$ cat src/shared/adc_ctrl_consts.svh
// Purpose: Offsets, fields, reset values and counts of the converter control block
// Assumes: 32-bit APB, one register per aligned word
// Notes:   Byte addresses are relative to the block base
`ifndef ADC_CTRL_CONSTS_SVH
`define ADC_CTRL_CONSTS_SVH

`define ADC_SCR_ADDR      12'h000
`define ADC_RESULT_ADDR   12'h004
`define ADC_CLKSEL_ADDR   12'h008

`define ADC_SCR_RESET     8'h1f
`define ADC_CLKSEL_RESET  8'h00

`define ADC_POWER_OFF     5'h1f
`define ADC_HIGH_REF      5'h1d
`define ADC_LOW_REF       5'h1e
`define ADC_EXT_CHANNELS  5'h0c

`define ADC_CONV_TICKS    5'h10
`define ADC_DIV_MAX_LOG2  3'h4

`endif

$ cat src/shared/adc_ctrl_pkg.sv
// Purpose: Types shared by the converter control block and its bench
// Assumes: Field layout as in adc_ctrl_consts.svh
// Notes:   Bit 7 of the status/control word is the completion flag
package adc_ctrl_pkg;

    typedef enum logic [1:0] {
        ST_IDLE,
        ST_ARMED,
        ST_CONVERT
    } conv_state_t;

    typedef struct packed {
        logic       flag;
        logic       irqEnable;
        logic       continuous;
        logic [4:0] inputSelect;
    } status_control_t;

    typedef struct packed {
        logic [2:0] divide;
        logic       source;
        logic [3:0] spare;
    } clock_select_t;

    typedef struct packed {
        logic       start;
        logic       powerDown;
        logic       refHigh;
        logic       refLow;
        logic [4:0] channel;
    } analog_ctrl_t;

endpackage

$ cat src/core/adc_control_and_clock_select.sv
// Purpose: Control, clocking and result capture of an 8-bit SAR converter
// Assumes: APB slave on ref_clk; analog result valid at the last converter tick
// Notes:   Oscillator clock is sampled, so it must be well below ref_clk / 2
`include "adc_ctrl_consts.svh"
`timescale 1ns/1ps

module adc_control_and_clock_select (
    input  wire logic                      ref_clk,
    input  wire logic                      rst_n,
    input  wire logic [11:0]               paddr,
    input  wire logic                      psel,
    input  wire logic                      penable,
    input  wire logic                      pwrite,
    input  wire logic [31:0]               pwdata,
    output logic      [31:0]               prdata,
    output logic                           pready,
    output logic                           pslverr,
    input  wire logic                      oscillator_clock,
    input  wire logic [7:0]                convResult,
    output adc_ctrl_pkg::analog_ctrl_t     analogCtrl,
    output logic                           completionIrq,
    output logic      [11:0]               pinInputForce
);

    adc_ctrl_pkg::status_control_t scr;
    adc_ctrl_pkg::status_control_t next_scr;
    adc_ctrl_pkg::clock_select_t   clkSel;
    adc_ctrl_pkg::clock_select_t   next_clkSel;
    adc_ctrl_pkg::conv_state_t     state;
    adc_ctrl_pkg::conv_state_t     next_state;
    adc_ctrl_pkg::analog_ctrl_t    next_analogCtrl;
    logic [7:0]  result;
    logic [7:0]  next_result;
    logic [31:0] next_prdata;
    logic        next_completionIrq;
    logic [11:0] next_pinInputForce;
    logic [4:0]  tickCount;
    logic [4:0]  next_tickCount;
    logic [3:0]  divCount;
    logic [3:0]  next_divCount;
    logic [3:0]  divLimit;
    logic [2:0]  divLog2;
    logic        oscMeta;
    logic        oscSync;
    logic        oscLast;
    logic        oscRise;
    logic        srcTick;
    logic        convTick;
    logic        access;
    logic        mapped;
    logic        scrWrite;
    logic        clkSelWrite;
    logic        resultRead;
    logic        done;
    logic        clearEvent;

    // APB decode; zero wait states, read data prepared in the setup cycle
    assign access      = psel && penable;
    assign pready      = 1'b1;
    assign mapped      = (paddr == `ADC_SCR_ADDR) || (paddr == `ADC_RESULT_ADDR)
                         || (paddr == `ADC_CLKSEL_ADDR);
    assign pslverr     = access && !mapped;
    assign scrWrite    = access && pwrite && (paddr == `ADC_SCR_ADDR);
    assign clkSelWrite = access && pwrite && (paddr == `ADC_CLKSEL_ADDR);
    assign resultRead  = access && !pwrite && (paddr == `ADC_RESULT_ADDR);
    assign clearEvent  = scrWrite || resultRead;

    always_comb begin
        next_prdata = prdata;
        if (psel && !penable && !pwrite) begin
            if (paddr == `ADC_SCR_ADDR) begin
                next_prdata = {24'h000000, scr};
            end else if (paddr == `ADC_RESULT_ADDR) begin
                next_prdata = {24'h000000, result};
            end else if (paddr == `ADC_CLKSEL_ADDR) begin
                next_prdata = {24'h000000, clkSel};
            end else begin
                next_prdata = 32'h00000000;
            end
        end
    end

    // Oscillator comes from outside this domain; edges are found after two flops
    always_ff @(posedge ref_clk or negedge rst_n) begin
        if (!rst_n) begin
            oscMeta <= 1'b0;
            oscSync <= 1'b0;
            oscLast <= 1'b0;
        end else begin
            oscMeta <= oscillator_clock;
            oscSync <= oscMeta;
            oscLast <= oscSync;
        end
    end

    assign oscRise = oscSync && !oscLast;
    assign srcTick = clkSel.source ? 1'b1 : oscRise;
    // Any divide code with the top bit set is treated as /16
    assign divLog2 = clkSel.divide[2] ? `ADC_DIV_MAX_LOG2 : clkSel.divide;
    assign divLimit = 4'((5'h01 << divLog2) - 5'h01);
    // A count left above a newly lowered limit ends the period at the next source tick instead of wrapping
    assign convTick = srcTick && (divCount >= divLimit);

    always_comb begin
        next_divCount = divCount;
        if (convTick) begin
            next_divCount = 4'h0;
        end else if (srcTick) begin
            next_divCount = divCount + 4'h1;
        end
    end

    // Completion is the sixteenth tick of a running conversion
    assign done = (state == adc_ctrl_pkg::ST_CONVERT) && convTick
                  && (tickCount == `ADC_CONV_TICKS - 5'h01);

    always_comb begin
        next_state     = state;
        next_tickCount = tickCount;
        next_result    = result;
        next_analogCtrl = analogCtrl;
        next_analogCtrl.start = 1'b0;
        case (state)
            adc_ctrl_pkg::ST_IDLE: begin
            end
            adc_ctrl_pkg::ST_ARMED: begin
                if (convTick) begin
                    next_state     = adc_ctrl_pkg::ST_CONVERT;
                    next_tickCount = 5'h00;
                    next_analogCtrl.start = 1'b1;
                end
            end
            adc_ctrl_pkg::ST_CONVERT: begin
                if (done) begin
                    next_result    = convResult;
                    next_tickCount = 5'h00;
                    if (scr.continuous) begin
                        next_analogCtrl.start = 1'b1;
                    end else begin
                        next_state = adc_ctrl_pkg::ST_IDLE;
                    end
                end else if (convTick) begin
                    next_tickCount = tickCount + 5'h01;
                end
            end
            default: begin
                next_state = adc_ctrl_pkg::ST_IDLE;
            end
        endcase
        // A control write restarts; the power-off code abandons instead
        if (scrWrite) begin
            next_analogCtrl.start = 1'b0;
            if (pwdata[4:0] == `ADC_POWER_OFF) begin
                next_state = adc_ctrl_pkg::ST_IDLE;
            end else begin
                next_state = adc_ctrl_pkg::ST_ARMED;
            end
        end
        // Undefined codes still convert; the analog side decides what it sees
        next_analogCtrl.channel   = next_scr.inputSelect;
        next_analogCtrl.powerDown = next_scr.inputSelect == `ADC_POWER_OFF;
        next_analogCtrl.refHigh   = next_scr.inputSelect == `ADC_HIGH_REF;
        next_analogCtrl.refLow    = next_scr.inputSelect == `ADC_LOW_REF;
        next_pinInputForce = 12'h000;
        if (next_scr.inputSelect < `ADC_EXT_CHANNELS) begin
            next_pinInputForce = 12'(12'h001 << next_scr.inputSelect);
        end
    end

    // Flag and interrupt: a completion in the clearing cycle wins
    always_comb begin
        next_scr    = scr;
        next_clkSel = clkSel;
        if (scrWrite) begin
            next_scr.irqEnable   = pwdata[6];
            next_scr.continuous  = pwdata[5];
            next_scr.inputSelect = pwdata[4:0];
        end
        if (clkSelWrite) begin
            next_clkSel.divide = pwdata[7:5];
            next_clkSel.source = pwdata[4];
        end
        next_completionIrq = completionIrq;
        if (done && scr.irqEnable) begin
            next_completionIrq = 1'b1;
        end else if (clearEvent) begin
            next_completionIrq = 1'b0;
        end
        if (done && !scr.irqEnable) begin
            next_scr.flag = 1'b1;
        end else if (clearEvent) begin
            next_scr.flag = 1'b0;
        end
    end

    always_ff @(posedge ref_clk or negedge rst_n) begin
        if (!rst_n) begin
            scr           <= adc_ctrl_pkg::status_control_t'(`ADC_SCR_RESET);
            clkSel        <= adc_ctrl_pkg::clock_select_t'(`ADC_CLKSEL_RESET);
            state         <= adc_ctrl_pkg::ST_IDLE;
            result        <= 8'h00;
            prdata        <= 32'h00000000;
            completionIrq <= 1'b0;
            tickCount     <= 5'h00;
            divCount      <= 4'h0;
            analogCtrl    <= '{start: 1'b0, powerDown: 1'b1, refHigh: 1'b0,
                               refLow: 1'b0, channel: 5'h1f};
            pinInputForce <= 12'h000;
        end else begin
            scr           <= next_scr;
            clkSel        <= next_clkSel;
            state         <= next_state;
            result        <= next_result;
            prdata        <= next_prdata;
            completionIrq <= next_completionIrq;
            tickCount     <= next_tickCount;
            divCount      <= next_divCount;
            analogCtrl    <= next_analogCtrl;
            pinInputForce <= next_pinInputForce;
        end
    end

    a_reset_single: assert property (
        @(posedge ref_clk) disable iff (!rst_n)
        !$past(rst_n) |-> !scr.continuous)
        else $error("continuous bit not clear after reset");

    a_reset_poweroff: assert property (
        @(posedge ref_clk) disable iff (!rst_n)
        !$past(rst_n) |-> scr.inputSelect == 5'h1f && analogCtrl.powerDown)
        else $error("select field not all ones after reset");

    a_single_stops: assert property (
        @(posedge ref_clk) disable iff (!rst_n)
        done && !scr.continuous && !scrWrite |=> state == adc_ctrl_pkg::ST_IDLE)
        else $error("single conversion did not stop");

    a_cont_restarts: assert property (
        @(posedge ref_clk) disable iff (!rst_n)
        done && scr.continuous && !scrWrite |=> analogCtrl.start
        && state == adc_ctrl_pkg::ST_CONVERT)
        else $error("continuous conversion did not restart");

    a_result_loads: assert property (
        @(posedge ref_clk) disable iff (!rst_n)
        done |=> result == $past(convResult))
        else $error("result not loaded at completion");

    a_poweroff_abort: assert property (
        @(posedge ref_clk) disable iff (!rst_n)
        scrWrite && pwdata[4:0] == 5'h1f |=> state == adc_ctrl_pkg::ST_IDLE
        && analogCtrl.powerDown && !analogCtrl.start)
        else $error("power-off write did not abandon conversion");

    a_start_tick: assert property (
        @(posedge ref_clk) disable iff (!rst_n)
        state == adc_ctrl_pkg::ST_ARMED && convTick && !scrWrite
        |=> analogCtrl.start ##1 !analogCtrl.start)
        else $error("start pulse missing after first tick");

    a_flag_sets: assert property (
        @(posedge ref_clk) disable iff (!rst_n)
        done && !scr.irqEnable |=> scr.flag && !$changed(completionIrq))
        else $error("completion flag not set");

    a_irq_clears: assert property (
        @(posedge ref_clk) disable iff (!rst_n)
        resultRead && !done |=> !completionIrq && !scr.flag)
        else $error("read did not clear completion");

    a_div_sixteen: assert property (
        @(posedge ref_clk) disable iff (!rst_n)
        clkSel.divide[2] && convTick |-> divCount == 4'hf)
        else $error("divide by sixteen wrong");

    a_osc_source: assert property (
        @(posedge ref_clk) disable iff (!rst_n)
        !clkSel.source && convTick |-> oscRise)
        else $error("tick without oscillator edge");

    a_pin_force: assert property (
        @(posedge ref_clk) disable iff (!rst_n)
        analogCtrl.channel < 5'h0c |-> pinInputForce[analogCtrl.channel[3:0]]
        && $onehot(pinInputForce))
        else $error("selected pin not forced to input");

endmodule

$ cat config.mk
export PLATFORM = sky130hd
export DESIGN_NAME = adc_control_and_clock_select
export DESIGN_NICKNAME = d
export VERILOG_FILES = /design/src/shared/adc_ctrl_pkg.sv /design/src/core/adc_control_and_clock_select.sv
export VERILOG_INCLUDE_DIRS = /design/src /design/src/shared
export SDC_FILE = /design/constraint.sdc
export NUM_CORES = 1
export LEC_CHECK = 0
export ABC_AREA = 1
export BUFFER_PORTS_ARGS = -buffer_cell sky130_fd_sc_hd__buf_4
export CAP_MARGIN = 5
export CELL_PAD_IN_SITES_DETAIL_PLACEMENT = 1
export CELL_PAD_IN_SITES_GLOBAL_PLACEMENT = 2
export CORE_MARGIN = 4
export CORE_UTILIZATION = 28
export DETAILED_ROUTE_END_ITERATION = 6
export GPL_TIMING_DRIVEN = 0
export PLACE_DENSITY_LB_ADDON = 0.1
export SLEW_MARGIN = 20
export SYNTH_ARGS = -nofsm -noshare
export SYNTH_HDL_FRONTEND = slang
export SYNTH_SLANG_ARGS = --single-unit
$ cat constraint.sdc
create_clock -name ref_clk -period 2.03 [get_ports ref_clk]
set_input_delay 0.1015 -clock ref_clk [delete_from_list [all_inputs] [get_ports ref_clk]]
set_output_delay 0.1015 -clock ref_clk [all_outputs]
set_load 0.005 [all_outputs]
# ---- Word level (Yosys, flattened, before mapping)
# Cells that the tools add are included.
dict set report word_totals {
  inputBits 58
  wordCells 101
  output_inout_bits 56
  reg_bits 83
}
dict set report classes {
  n_shift 2
  n_reduce_logical 32
  eq_ne 15
  magnitude_cmp 2
  n_addsub 3
  mux 27
}
# cell n
set ops {}
lappend ops {{$mux 8} 3}
lappend ops {{$eq 5x5->1 const B} 4}
lappend ops {{$mux 5} 4}
lappend ops {{$logic_and 1x1->1} 15}
lappend ops {{$eq 12x3->1 const B} 1}
lappend ops {{$eq 12x4->1 const B} 1}
lappend ops {{$logic_not 12->1} 1}
lappend ops {{$mux 12} 1}
lappend ops {{$ne 3x3->1 const B} 4}
lappend ops {{$shl 1x5->12 const A} 1}
lappend ops {{$pmux 5 s2} 1}
lappend ops {{$mux 1} 9}
lappend ops {{$mux 2} 4}
lappend ops {{$mux 4} 2}
lappend ops {{$reduce_bool 2->1} 4}
lappend ops {{$pmux 2 s3} 1}
lappend ops {{$add 5x1->5 const B} 1}
lappend ops {{$eq 5x4->1 const B} 1}
lappend ops {{$logic_not 1->1} 5}
lappend ops {{$lt 5x4->1 const B} 1}
lappend ops {{$add 4x1->4 const B} 1}
lappend ops {{$ge 4x4->1} 1}
lappend ops {{$ne 2x2->1 const B} 2}
lappend ops {{$reduce_and 4->1} 1}
lappend ops {{other kinds (10)} 12}

# ---- Depth between registers and ports, before layout
# Gate-level depths: netlist of run 1.
dict set report logic_depth {
  word_depth 10
  ltp_mapped 15
  mapped_depth_nobuf 15
}

# ---- Least setup slack after synthesis of run 1
# Ideal clock, no wire load.
dict set report synth_path {
  path_type {register to register}
  startpoint {register clkSel[7] in the netlist's numbering}
  endpoint {register result[2]}
  t_arrival_ps 1670
  slack_ps 234
  required_time_ps 1904
  period_less_slack_ps 1796
  n_path_buf 1
  setup_time_ps 126
  stages_incl_launch_ff 10
  path_cell_list {dfrtp_1 -> nor2_1 -> nand2_1 -> ha_1 -> nand4_1 -> nand3_1 -> nand4_1 -> inv_1 -> buf_2 -> o21ai_0}
}
dict set report synth_between {
  elab_chain_len 8
}
# element line_no
set synth_lines {}
lappend synth_lines {{start, declared} adc_control_and_clock_select.sv:27} ;# adc_ctrl_pkg::clock_select_t clkSel;
lappend synth_lines {{start signal, assigned} adc_control_and_clock_select.sv:199} ;# clkSel <= adc_ctrl_pkg::clock_select_t'(`ADC_CLKSEL_RESET);
lappend synth_lines {{start signal, assigned} adc_control_and_clock_select.sv:211} ;# clkSel <= next_clkSel;
lappend synth_lines {{$mux 3} adc_control_and_clock_select.sv:99} ;# assign divLog2 = clkSel.divide[2] ? `ADC_DIV_MAX_LOG2 : clkSel.divide;
lappend synth_lines {{$shl 1x3->4} adc_control_and_clock_select.sv:100} ;# assign divLimit = 4'((5'h01 << divLog2) - 5'h01);
lappend synth_lines {{$sub 4x1->4} adc_control_and_clock_select.sv:100}
lappend synth_lines {{$ge 4x4->1} adc_control_and_clock_select.sv:102} ;# assign convTick = srcTick && (divCount >= divLimit);
lappend synth_lines {{$logic_and 1x1->1} adc_control_and_clock_select.sv:102}
lappend synth_lines {{$logic_and 1x1->1 (2 in series)} adc_control_and_clock_select.sv:114} ;# assign done = (state == adc_ctrl_pkg::ST_CONVERT) && convTick
lappend synth_lines {{$reduce_and 2->1 (no line)} -}
lappend synth_lines {{end signal, assigned} adc_control_and_clock_select.sv:213} ;# result <= next_result;
lappend synth_lines {{end, declared} adc_control_and_clock_select.sv:32} ;# logic [7:0] result;
# Every way passes these cells.
# A chain may end at the register's enable or synchronous reset.

==> out/metrics.yaml, run 1 <==
status: "complete, no violations"
setup_viol: 0
cts-root-buf: "clkbuf_8"
clock_latency_ps: 330
whs_endpoint: "clkSel[7]"
rr_startpoint: "clkSel[6]"
grt_pass1_vias: 2703
holdCritStartpoint: "pwdata[7]"
ys_seq_area_share_pct: 49.3
syn_area_mm2: 0.00301
synth_common_cells: "nand2_1 (77), dfrtp_1 (53), inv_1 (39), nor2_1 (33), buf_4 (30)"
synthMostInstantiatedCell: "nand2_1"
cts_tree: "done"
slew_viol_final: 0
critPathSlowestCell: "dfrtp_1"
reg2reg_depth: 11
max_freq_mhz: 528
place_hpwl_um: 6160
max_slew_margin_pct: 48.6
synthSimpleGateAreaFrac_pct: 21.9
grt_usage_pct: 13.4
io_buffer_count: 64
n_fill_cell: 1254
cts_max_level: 3
synth_edf_count: 0
grt_pass1_wl_um: 13400
async_flop_share_pct: 100
rsz0062_at_grt: "true"
synth_top_family_by_area: "simple AND/OR/NAND/NOR gates"
die_height_um: 112
synth.top_cell.area_share_pct: 44.0
worstPathRequired_ps: 2280
vias: 2496
seq_area_mm2: 0.00148
path_cells: "nor2_2, nand2_1, ha_1, nand4_1, nand3_2, nand4_1, inv_2, nand2_2, o21ai_2, nand2_1, nor2_2"
critPathTopFamily: "simple AND/OR/NAND/NOR gates"
clockBufferDepth: 2
holdPathStages: 3
synth_compound_area_share_pct: 9.34
worstPathArrival_ps: 2150
synth_ff_type: "dfrtp_1"
place_area_mm2: 0.00375
synth.avg_cell_area_um2: 8.73
drt_iter0_drc: 54
numClockSinks: 59
reg2reg_slack_ps: 140
fin_area_mm2: 0.00419
n_antenna_cell: 0
route.antenna.remaining_nets: 0
rr_endpoint: "analogCtrl[8]"
cts_buffers: 9
synthMuxAreaShare_pct: 0
wl_per_cell_um: 13.4
synthXorXnorAreaFrac_pct: 1.16
critPathKind: "flip-flop to flip-flop"
place_congestion: 0.735
synth_area_leader_cell: "dfrtp_1"
finalWirelength_um: 8010
fin_nets: 526
synth.distinct_cells: 34
area_growth_pct: 39.2
crit_path_end_kind: "flip-flop"
irDropWorstVdd_mv: 0.299
start_util_pct: 28.9
tightest_slew_ps: 772
power.density_mw_per_mm2: 692
coreArea_mm2: 0.0104
timing.final.crit_share_pct: 93.3
ys_seq_elements: 59
grt_overflow: 0
hold_violations: 0
leakage_nw: 2.18
dr.pass1.iters: 4
grt_max_degree: 60
antenna_found_initial: 0
critPathLaunchType: "flip-flop"
cp_max_fo: 5
multiInputGateArea_mm2: 0.00124
holdCritPathClass: "primary input to flip-flop"
syn_inst: 345
die_width_um: 112
slowest_delay_ps: 430
yosys.area_share.adder_pct: 4.15
synthTopCellsByArea: "dfrtp_1 (44%), nand2_1 (9.6%), buf_4 (7.5%), dfstp_2 (5.2%), inv_1 (4.9%)"
fin_skew_ps: 11.4
std_cell_rows: 37
drc: 0
crit_cells: 11
io-pin-count: 114
clk_pin_slew_ps: 70
drv_cap: 0
hold_ws_ps: 33.8
die-area_mm2: 0.0125
period_needed_ps: 1890
yosysWarnings: 0
vias_per_cell: 4.17
path_buf_inv: 1
fin_util_pct: 40.3
layout-drive-gt1-share_pct: 33.5
-- worst min-delay path: stages --
cell	delay (ps)
buf_4	80
nor2_1	30
a21oi_1	100
-- cells by family (layout without fill, tap and decap cells) --
group / Yosys count / in the layout
adder cells (fa/ha/maj): 10 / 10
AND/OR/NAND/NOR: 148 / 148
AO/OA/AOI/OAI: 44 / 44
buffers and inverters: 78 / 173
flip-flops: 59 / 59
XOR/XNOR: 4 / 4
other: 2 / 25
-- power by group --
part,switching [mW],leakage [nW],internal [mW]
logic,0.151,1.35,0.166
clock network,0.468,0.117,0.851
registers,0.0403,0.719,1.22
total,0.659,2.18,2.24
-- per-layer routing --
metal,up-vias,track usage [%],wire [µm]
met5,-,0,0
met4,0,3.65,76
met3,8,4.40,434
met2,52,22.9,4070
met1,1175,16.3,3430
li1,1261,-,-
-- through the flow --
step	total power [mW]	std cells	setup WS, ps	TNS [ps]
global placement	1.57	568	-459	-4550
detailed placement	1.59	568	-471	-4660
global route	3.05	599	-45.1	-229
floorplan	1.44	368	234	0
CTS	2.95	595	23.8	0
finish	2.90	599	136	0
-- sequential cells by signal (all words and copies together), names as in the netlist, 2 cells and up --
name and count:
pinInputForce 12, clkSel 4, prdata 8, result 8, tickCount 5, divCount 4
state 2, analogCtrl 4, scr 8
-- worst max-delay path by stage --
stage | start | endpoint
final | clkSel[6] | analogCtrl[8]
after global routing | clkSel[6] | state[0]
after CTS | clkSel[7] | state[1]
after detailed placement | clkSel[7] | result[3]
after global placement | clkSel[7] | result[3]
after floorplan | clkSel[7] | result[2]
-- final cells by class --
type	count	area share, %
clock inverters	4	2.33
multi-input cells	231	29.7
repair buffers	79	14.8
well taps	136	4.06
plain buffers	33	6.09
flip-flops and latches	59	35.4
inverters	45	4.21
clock buffers	12	3.46
-- placed cells by master, fill, tap and decap left out, types with 2 or more instances in the layout --
cell           Yosys  final
or2_1              2      2
o21ai_1            0      3
nand3_2            0      3
nand3_1           21     18
nor2_4             3      3
clkbuf_8           0     10
clkbuf_1           1      3
nand2_1           77     72
o21ai_0           23     18
buf_4             30     98
nor2_2             0      3
conb_1             2     25
xor2_1             4      4
o21a_1             4      4
nand2_2            1      5
o211ai_1           3      3
bufinv_16          0      3
dfrtp_1           53     53
buf_6              1      2
nor3_1             4      4
o21ai_2            4      6
a21oi_1            3      3
inv_1             39     37
inv_2              5      6
ha_1              10     10
dlygate4sd3_1      0     10
nor2_1            33     30
dfstp_2            6      6
nand4_1            4      4
o22ai_1            2      2
-- what timing repair did --
action,4_1_cts,5_1_grt
endpoints found under the setup margin,17,16
hold buffers,10,0
buffers inserted,1,4
pin swaps,0,9
endpoints found under the hold margin,62,0
gates cloned,0,0
gates resized for setup,4,23
Power figures use the tool's default switching activity.
==> run 2, diff against run 1 <==
--- a/config.mk
+++ b/config.mk
@@ -6,7 +6,6 @@
 export SDC_FILE = /design/constraint.sdc
 export NUM_CORES = 1
 export LEC_CHECK = 0
-export ABC_AREA = 1
 export BUFFER_PORTS_ARGS = -buffer_cell sky130_fd_sc_hd__buf_4
 export CAP_MARGIN = 5
 export CELL_PAD_IN_SITES_DETAIL_PLACEMENT = 1
==> out/metrics.yaml, run 2 <==
drc: 0  # unchanged
ys_seq_elements: 59  # unchanged
irDropWorstVdd_mv: 0.331  # +11%
power.density_mw_per_mm2: 597  # -14%
clock_latency_ps: 350  # +20 ps
critPathKind: "flip-flop to flip-flop"
timing.final.crit_share_pct: 112  # +19 points
clockBufferDepth: 2  # unchanged
coreArea_mm2: 0.0109  # +4.5%
cp_max_fo: 5  # unchanged
crit_path_end_kind: "flip-flop"
holdCritPathClass: "primary input to flip-flop"
n_antenna_cell: 0  # unchanged
mostFrequentLayoutCell: "buf_4"
n_fill_cell: 1256  # +0.16%
slew_viol_final: 0  # unchanged
period_needed_ps: 2280  # +381 ps
io_buffer_count: 64  # unchanged
io-pin-count: 114  # unchanged
cts-root-buf: "clkbuf_8"
grt_max_degree: 60  # unchanged
multiInputGateArea_mm2: 0.00151  # +21%
layout-drive-gt1-share_pct: 36.0  # +2.6 points
finalWorstSetupSlack_ps: -245  # -381 ps
tightest_slew_ps: 775  # +3.62 ps
top_register: "pinInputForce"
worstPathRequired_ps: 2250  # -30 ps
rsz0062_at_grt: "true"
vias_per_cell: 4.51  # +8.3%
fin_skew_ps: 15.2  # +3.82 ps
ys_seq_area_share_pct: 47.3  # -1.9 points
die-area_mm2: 0.0130  # +3.7%
numClockSinks: 59  # unchanged
grt_overflow: 0  # unchanged
synth.avg_cell_area_um2: 10.1  # +16%
fin_util_pct: 39.5  # -0.73 points
vias: 2586  # +3.6%
area_growth_pct: 37.3
syn_area_mm2: 0.00313  # +4.0%
antenna_found_initial: 0  # unchanged
synth.distinct_cells: 49  # +44%
max_slew_margin_pct: 48.3  # -0.24 points
hold_violations: 0  # unchanged
synth_edf_count: 0  # unchanged
cts_tree: "done"
place_congestion: 0.770  # +4.7%
synth_area_leader_cell: "dfrtp_1"
drv_cap: 0  # unchanged
synthTopCellsByArea: "dfrtp_1 (42%), buf_4 (7.2%), nand2_1 (5.1%), dfstp_2 (5.0%), ha_1 (4.0%)"
wl_per_cell_um: 14.7  # +9.7%
layout_common_cells: "buf_4 (100), dfrtp_1 (53), nand2_1 (40)"
async_flop_share_pct: 100  # unchanged
synth_ff_type: "dfrtp_1"
leakage_nw: 2.11  # -3.6%
drt_iter0_drc: 75  # +39%
grt_usage_pct: 13.5  # +0.098 points
finalWirelength_um: 8400  # +4.9%
placed_cells_incl_taps: 537  # -5.5%
start_util_pct: 28.8  # -0.14 points
stdcell_count: 573  # -4.3%
grt_pass1_wl_um: 13900  # +3.1%
grt_pass1_vias: 2788  # +3.1%
fin_nets: 496  # -5.7%
status: "complete, but fails checks"
critPathLaunchType: "flip-flop"
synthMostInstantiatedCell: "dfrtp_1"
cts_max_level: 3  # unchanged
yosysWarnings: 0  # unchanged
worstPathArrival_ps: 2500  # +350 ps
violations: "setup timing"
seq_area_mm2: 0.00148  # unchanged
clk_pin_slew_ps: 80  # about the same
die_height_um: 114  # +1.9%
std_cell_rows: 38  # +2.7%
die_width_um: 114  # +1.9%
setup_viol: 19  # +19
dr.pass1.iters: 4  # unchanged
syn_inst: 310  # -10%
synth_common_cells: "dfrtp_1 (53), nand2_1 (43), buf_4 (30), nor2_1 (26), o21ai_0 (20)"
place_hpwl_um: 6130  # -0.50%
synth.top_cell.area_share_pct: 42.3  # -1.7 points
route.antenna.remaining_nets: 0  # unchanged
largest_reg_flops: 12  # unchanged
max_freq_mhz: 440  # -17%
cts_buffers: 9  # unchanged
-- run 2: cell types whose count changed in the layout (fill, tap and decap cells not counted), sizes merged, moves of 5 or more --
| cell | before | now |
|---|---|---|
| and3 | 0 | 5 |
| inv | 44 | 10 |
| mux2 | 0 | 18 |
| mux2i | 0 | 8 |
| nand2 | 78 | 43 |
| nand2b | 0 | 5 |
| nand3 | 22 | 9 |
| nor2 | 36 | 26 |
-- run 2: kinds of logic (layout without fill, tap and decap cells) --
group	after synthesis	after routing	synth area share, %
XOR/XNOR	3	3	0.838
multiplexers	26	26	9.98
other	2	25	0.240
buffers and inverters	46	145	9.38
AO/OA/AOI/OAI	48	48	10.0
AND/OR/NAND/NOR	116	117	18.2
adder cells (fa/ha/maj)	10	10	3.99
flip-flops	59	59	47.3
-- run 2: stage by stage --
step | setup WS (ps) | power [mW] | cell area [µm²] | hold WS, ps | TNS, ps
finish | -245 | 2.57 | 4300 | 21.4 | -3660
global placement | -512 | 1.58 | 3880 | 214 | -6850
global route | -345 | 2.73 | 4300 | 5.96 | -5680
detailed placement | -512 | 1.60 | 3880 | 214 | -6710
CTS | -333 | 2.62 | 4260 | 3.30 | -5110
floorplan | -329 | 1.46 | 3230 | -194 | -3580
-- run 2: worst max-delay path: stages, from the launching register on --
cell and delay [ps]:
dfrtp_1 380, or3_1 370, ha_1 270, nand2b_4 150, a2111oi_4 360, nor3_4 80, and3_4 250, mux2_4 300
-- run 2: cell type report --
class | count | share of cell area (%)
clock inverters | 7 | 1.22
inverters | 8 | 0.698
repair buffers | 84 | 15.7
plain buffers | 37 | 5.87
multi-input cells | 229 | 35.1
flip-flops and latches | 59 | 34.5
clock buffers | 9 | 2.88
well taps | 140 | 4.07
-- run 2: final timing paths --
check,from,end,slack [ps],cells past startpoint
worst max-delay path,clkSel[5],result[5],-250,7
worst min-delay path,pwdata[2],scr[2],20,2
worst max register to register,clkSel[5],result[5],-250,7
worst min register to register,oscMeta,oscSync,360,0
max in group asynchronous,rst_n,pinInputForce[8],1140,2
min in group asynchronous,rst_n,result[7],380,2
-- run 2: metal layers --
metal | up-vias | share of wire, % | GRT usage, %
met5 | - | 0 | 0
met4 | 0 | 1.3 | 4.12
met3 | 14 | 4.7 | 3.77
met2 | 54 | 52 | 23.4
met1 | 1259 | 42 | 16.4
li1 | 1259 | - | -
-- run 2: timing repair --
action | CTS | global route
endpoints found under the hold margin | 64 | 1
gates cloned | 0 | 1
hold buffers | 12 | 1
endpoints found under the setup margin | 19 | 22
gates resized for setup | 13 | 5
setup buffers | 6 | 1
pin swaps | 8 | 4
-- run 2: power by group --
part,total [mW],switching (mW),internal (mW)
logic,0.357,0.169,0.188
clock network,0.964,0.514,0.450
registers,1.25,0.0372,1.21
==> run 3, diff against run 2 <==
==> constraint.sdc (replaced) <==
create_clock -name ref_clk -period 2.7 [get_ports ref_clk]
set_input_delay 0.135 -clock ref_clk [delete_from_list [all_inputs] [get_ports ref_clk]]
set_output_delay 0.135 -clock ref_clk [all_outputs]
set_load 0.005 [all_outputs]
==> out/metrics.yaml, run 3 (synthesis gave the netlist of run 2 again) <==
layout_common_cells: "buf_4 (97), dfrtp_1 (52), nand2_1 (43)"
hold_ws_ps: 20.9  # -0.515 ps
path_cells: "or3_1, ha_1, nand2b_4, a2111oi_4, nor3_4, and3_1, buf_6, mux2_4"
rr_startpoint: "clkSel[7]"
seq_power_share_pct: 44.8  # -3.8 points
finalWirelength_um: 8240  # -2.0%
start_util_pct: 28.8  # unchanged
grt_overflow: 0  # unchanged
power.density_mw_per_mm2: 505  # -15%
place_congestion: 0.777  # +0.91%
top_register: "pinInputForce"
period_needed_ps: 2520  # +246 ps
rsz0062_at_grt: "false"
coreArea_mm2: 0.0109  # unchanged
irDropWorstVdd_mv: 0.271  # -18%
grt_pass1_wl_um: 14000  # +0.89%
io-pin-count: 114  # unchanged
slowest_delay_ps: 440  # +60 ps
leakage_nw: 2.05  # -2.6%
layout-drive-gt1-share_pct: 34.2  # -1.8 points
worstPathArrival_ps: 2730  # +230 ps
reg2reg_slack_ps: 180  # +420 ps
vias_per_cell: 4.46  # -1.1%
io_buffer_count: 64  # unchanged
max_freq_mhz: 397  # -9.8%
critPathLaunchType: "flip-flop"
largest_reg_flops: 12  # unchanged
grt_usage_pct: 13.6  # +0.097 points
fin_skew_ps: 9.77  # -5.47 ps
drv_cap: 0  # unchanged
place_area_mm2: 0.00388  # -0.16%
setup_viol: 0  # -19
route.antenna.remaining_nets: 0  # unchanged
clockBufferDepth: 2  # unchanged
cts_max_level: 3  # unchanged
power.switching_mw: 0.498  # -31%
die_height_um: 114  # unchanged
area_growth_pct: 32.5
hold_violations: 0  # unchanged
critPathKind: "flip-flop to flip-flop"
cts_tree: "done"
clk_pin_slew_ps: 60  # -20 ps
numClockSinks: 59  # unchanged
p_sw_share_pct: 23.7  # -4.3 points
critPathTopFamily: "simple AND/OR/NAND/NOR gates"
path_buf_inv: 1  # +1
tightest_slew_ps: 775  # -0.635 ps
holdCritStartpoint: "pwdata[7]"
die_width_um: 114  # unchanged
timing.final.crit_share_pct: 93.4  # -19 points
status: "complete, no violations"
clkPwrFrac_pct: 43.5  # +6.0 points
holdPathStages: 3  # +1
grt_pass1_vias: 2763  # -0.90%
clock_latency_ps: 330  # -20 ps
drc: 0  # unchanged
place_hpwl_um: 6160  # +0.57%
wl_per_cell_um: 14.8  # +0.67%
cts-root-buf: "clkbuf_8"
mostFrequentLayoutCell: "buf_4"
slew_viol_final: 0  # unchanged
crit_path_end_kind: "flip-flop"
holdCritPathClass: "primary input to flip-flop"
grt_max_degree: 60  # unchanged
drt_iter0_drc: 60  # -20%
dr.pass1.iters: 4  # unchanged
cp-startpoint: "clkSel[7]"
reg2reg_depth: 8  # +1
die-area_mm2: 0.0130  # unchanged
worstPathRequired_ps: 2910  # +660 ps
rr_endpoint: "result[0]"
fin_area_mm2: 0.00415  # -3.5%
antenna_found_initial: 0  # unchanged
cts_buffers: 9  # unchanged
vias: 2491  # -3.7%
std_cell_rows: 38  # unchanged
fin_nets: 481  # -3.0%
max_slew_margin_pct: 48.4  # about the same
whs_endpoint: "clkSel[7]"
critPathSlowestCell: "dfrtp_2"
combinationalPowerShare_pct: 11.6  # -2.3 points
power.internal_mw: 1.60  # -14%
n_antenna_cell: 0  # unchanged
cp_max_fo: 10  # +5
run 3: tightest hold or removal path: stages:
cell,delay (ps)
buf_4,80
nand2_1,40
o21ai_0,60
run 3: routing by layer:
layer | vias to the layer above | part of all wire, % | global-route usage (%)
li1 | 1222 | - | -
met1 | 1203 | 45 | 17.2
met2 | 57 | 50 | 23.1
met3 | 9 | 4.6 | 4.35
met4 | 0 | 0.80 | 2.53
met5 | - | 0 | 0
run 3: metrics by stage:
step | power [mW] | util (%) | setup TNS [ps] | setup WS [ps] | std cells
2_1_floorplan | 1.09 | - | 0 | 253 | 333
3_3_place_gp | 1.19 | 35.6 | -875 | -111 | 537
3_5_place_dp | 1.19 | 35.6 | -656 | -87.9 | 537
4_1_cts | 2.13 | 37.9 | 0 | 13.4 | 555
5_1_grt | 2.23 | 38.1 | 0 | 82.0 | 558
6_report | 2.10 | 38.1 | 0 | 178 | 558
run 3: how the worst max path moves through the flow:
| stage | endpoint | slack [ps] | cells past startpoint |
|---|---|---|---|
| finish | result[0] | 180 | 8 |
| global route | result[4] | 80 | 8 |
| CTS | result[4] | 10 | 8 |
| detailed placement | result[2] | -90 | 8 |
| global placement | result[3] | -110 | 8 |
| floorplan | result[0] | 250 | 8 |
run 3: layout make-up:
class | count | area (µm²)
fill | 1264 | 6740
sequential | 59 | 1490
multi-input combinational | 228 | 1450
timing repair buffer | 69 | 523
buffer | 38 | 264
tap | 140 | 175
clock buffer | 11 | 151
clock inverter | 5 | 75.1
inverter | 8 | 30.0
run 3: power by group through the flow:
stage / registers [mW] / logic, mW / clock network, mW
2_1_floorplan: 0.948 / 0.145 / 0
3_3_place_gp: 0.957 / 0.230 / 0
3_5_place_dp: 0.959 / 0.235 / 0
4_1_cts: 0.942 / 0.244 / 0.949
5_1_grt: 0.945 / 0.277 / 1.00
6_report: 0.941 / 0.244 / 0.913
run 3: repair_timing:
item	in CTS	in global routing
hold buffers	2	0
hold endpoints to repair	54	0
pin swaps	0	2
gates resized for setup	1	1
setup endpoints to repair	8	10
buffers inserted	0	3
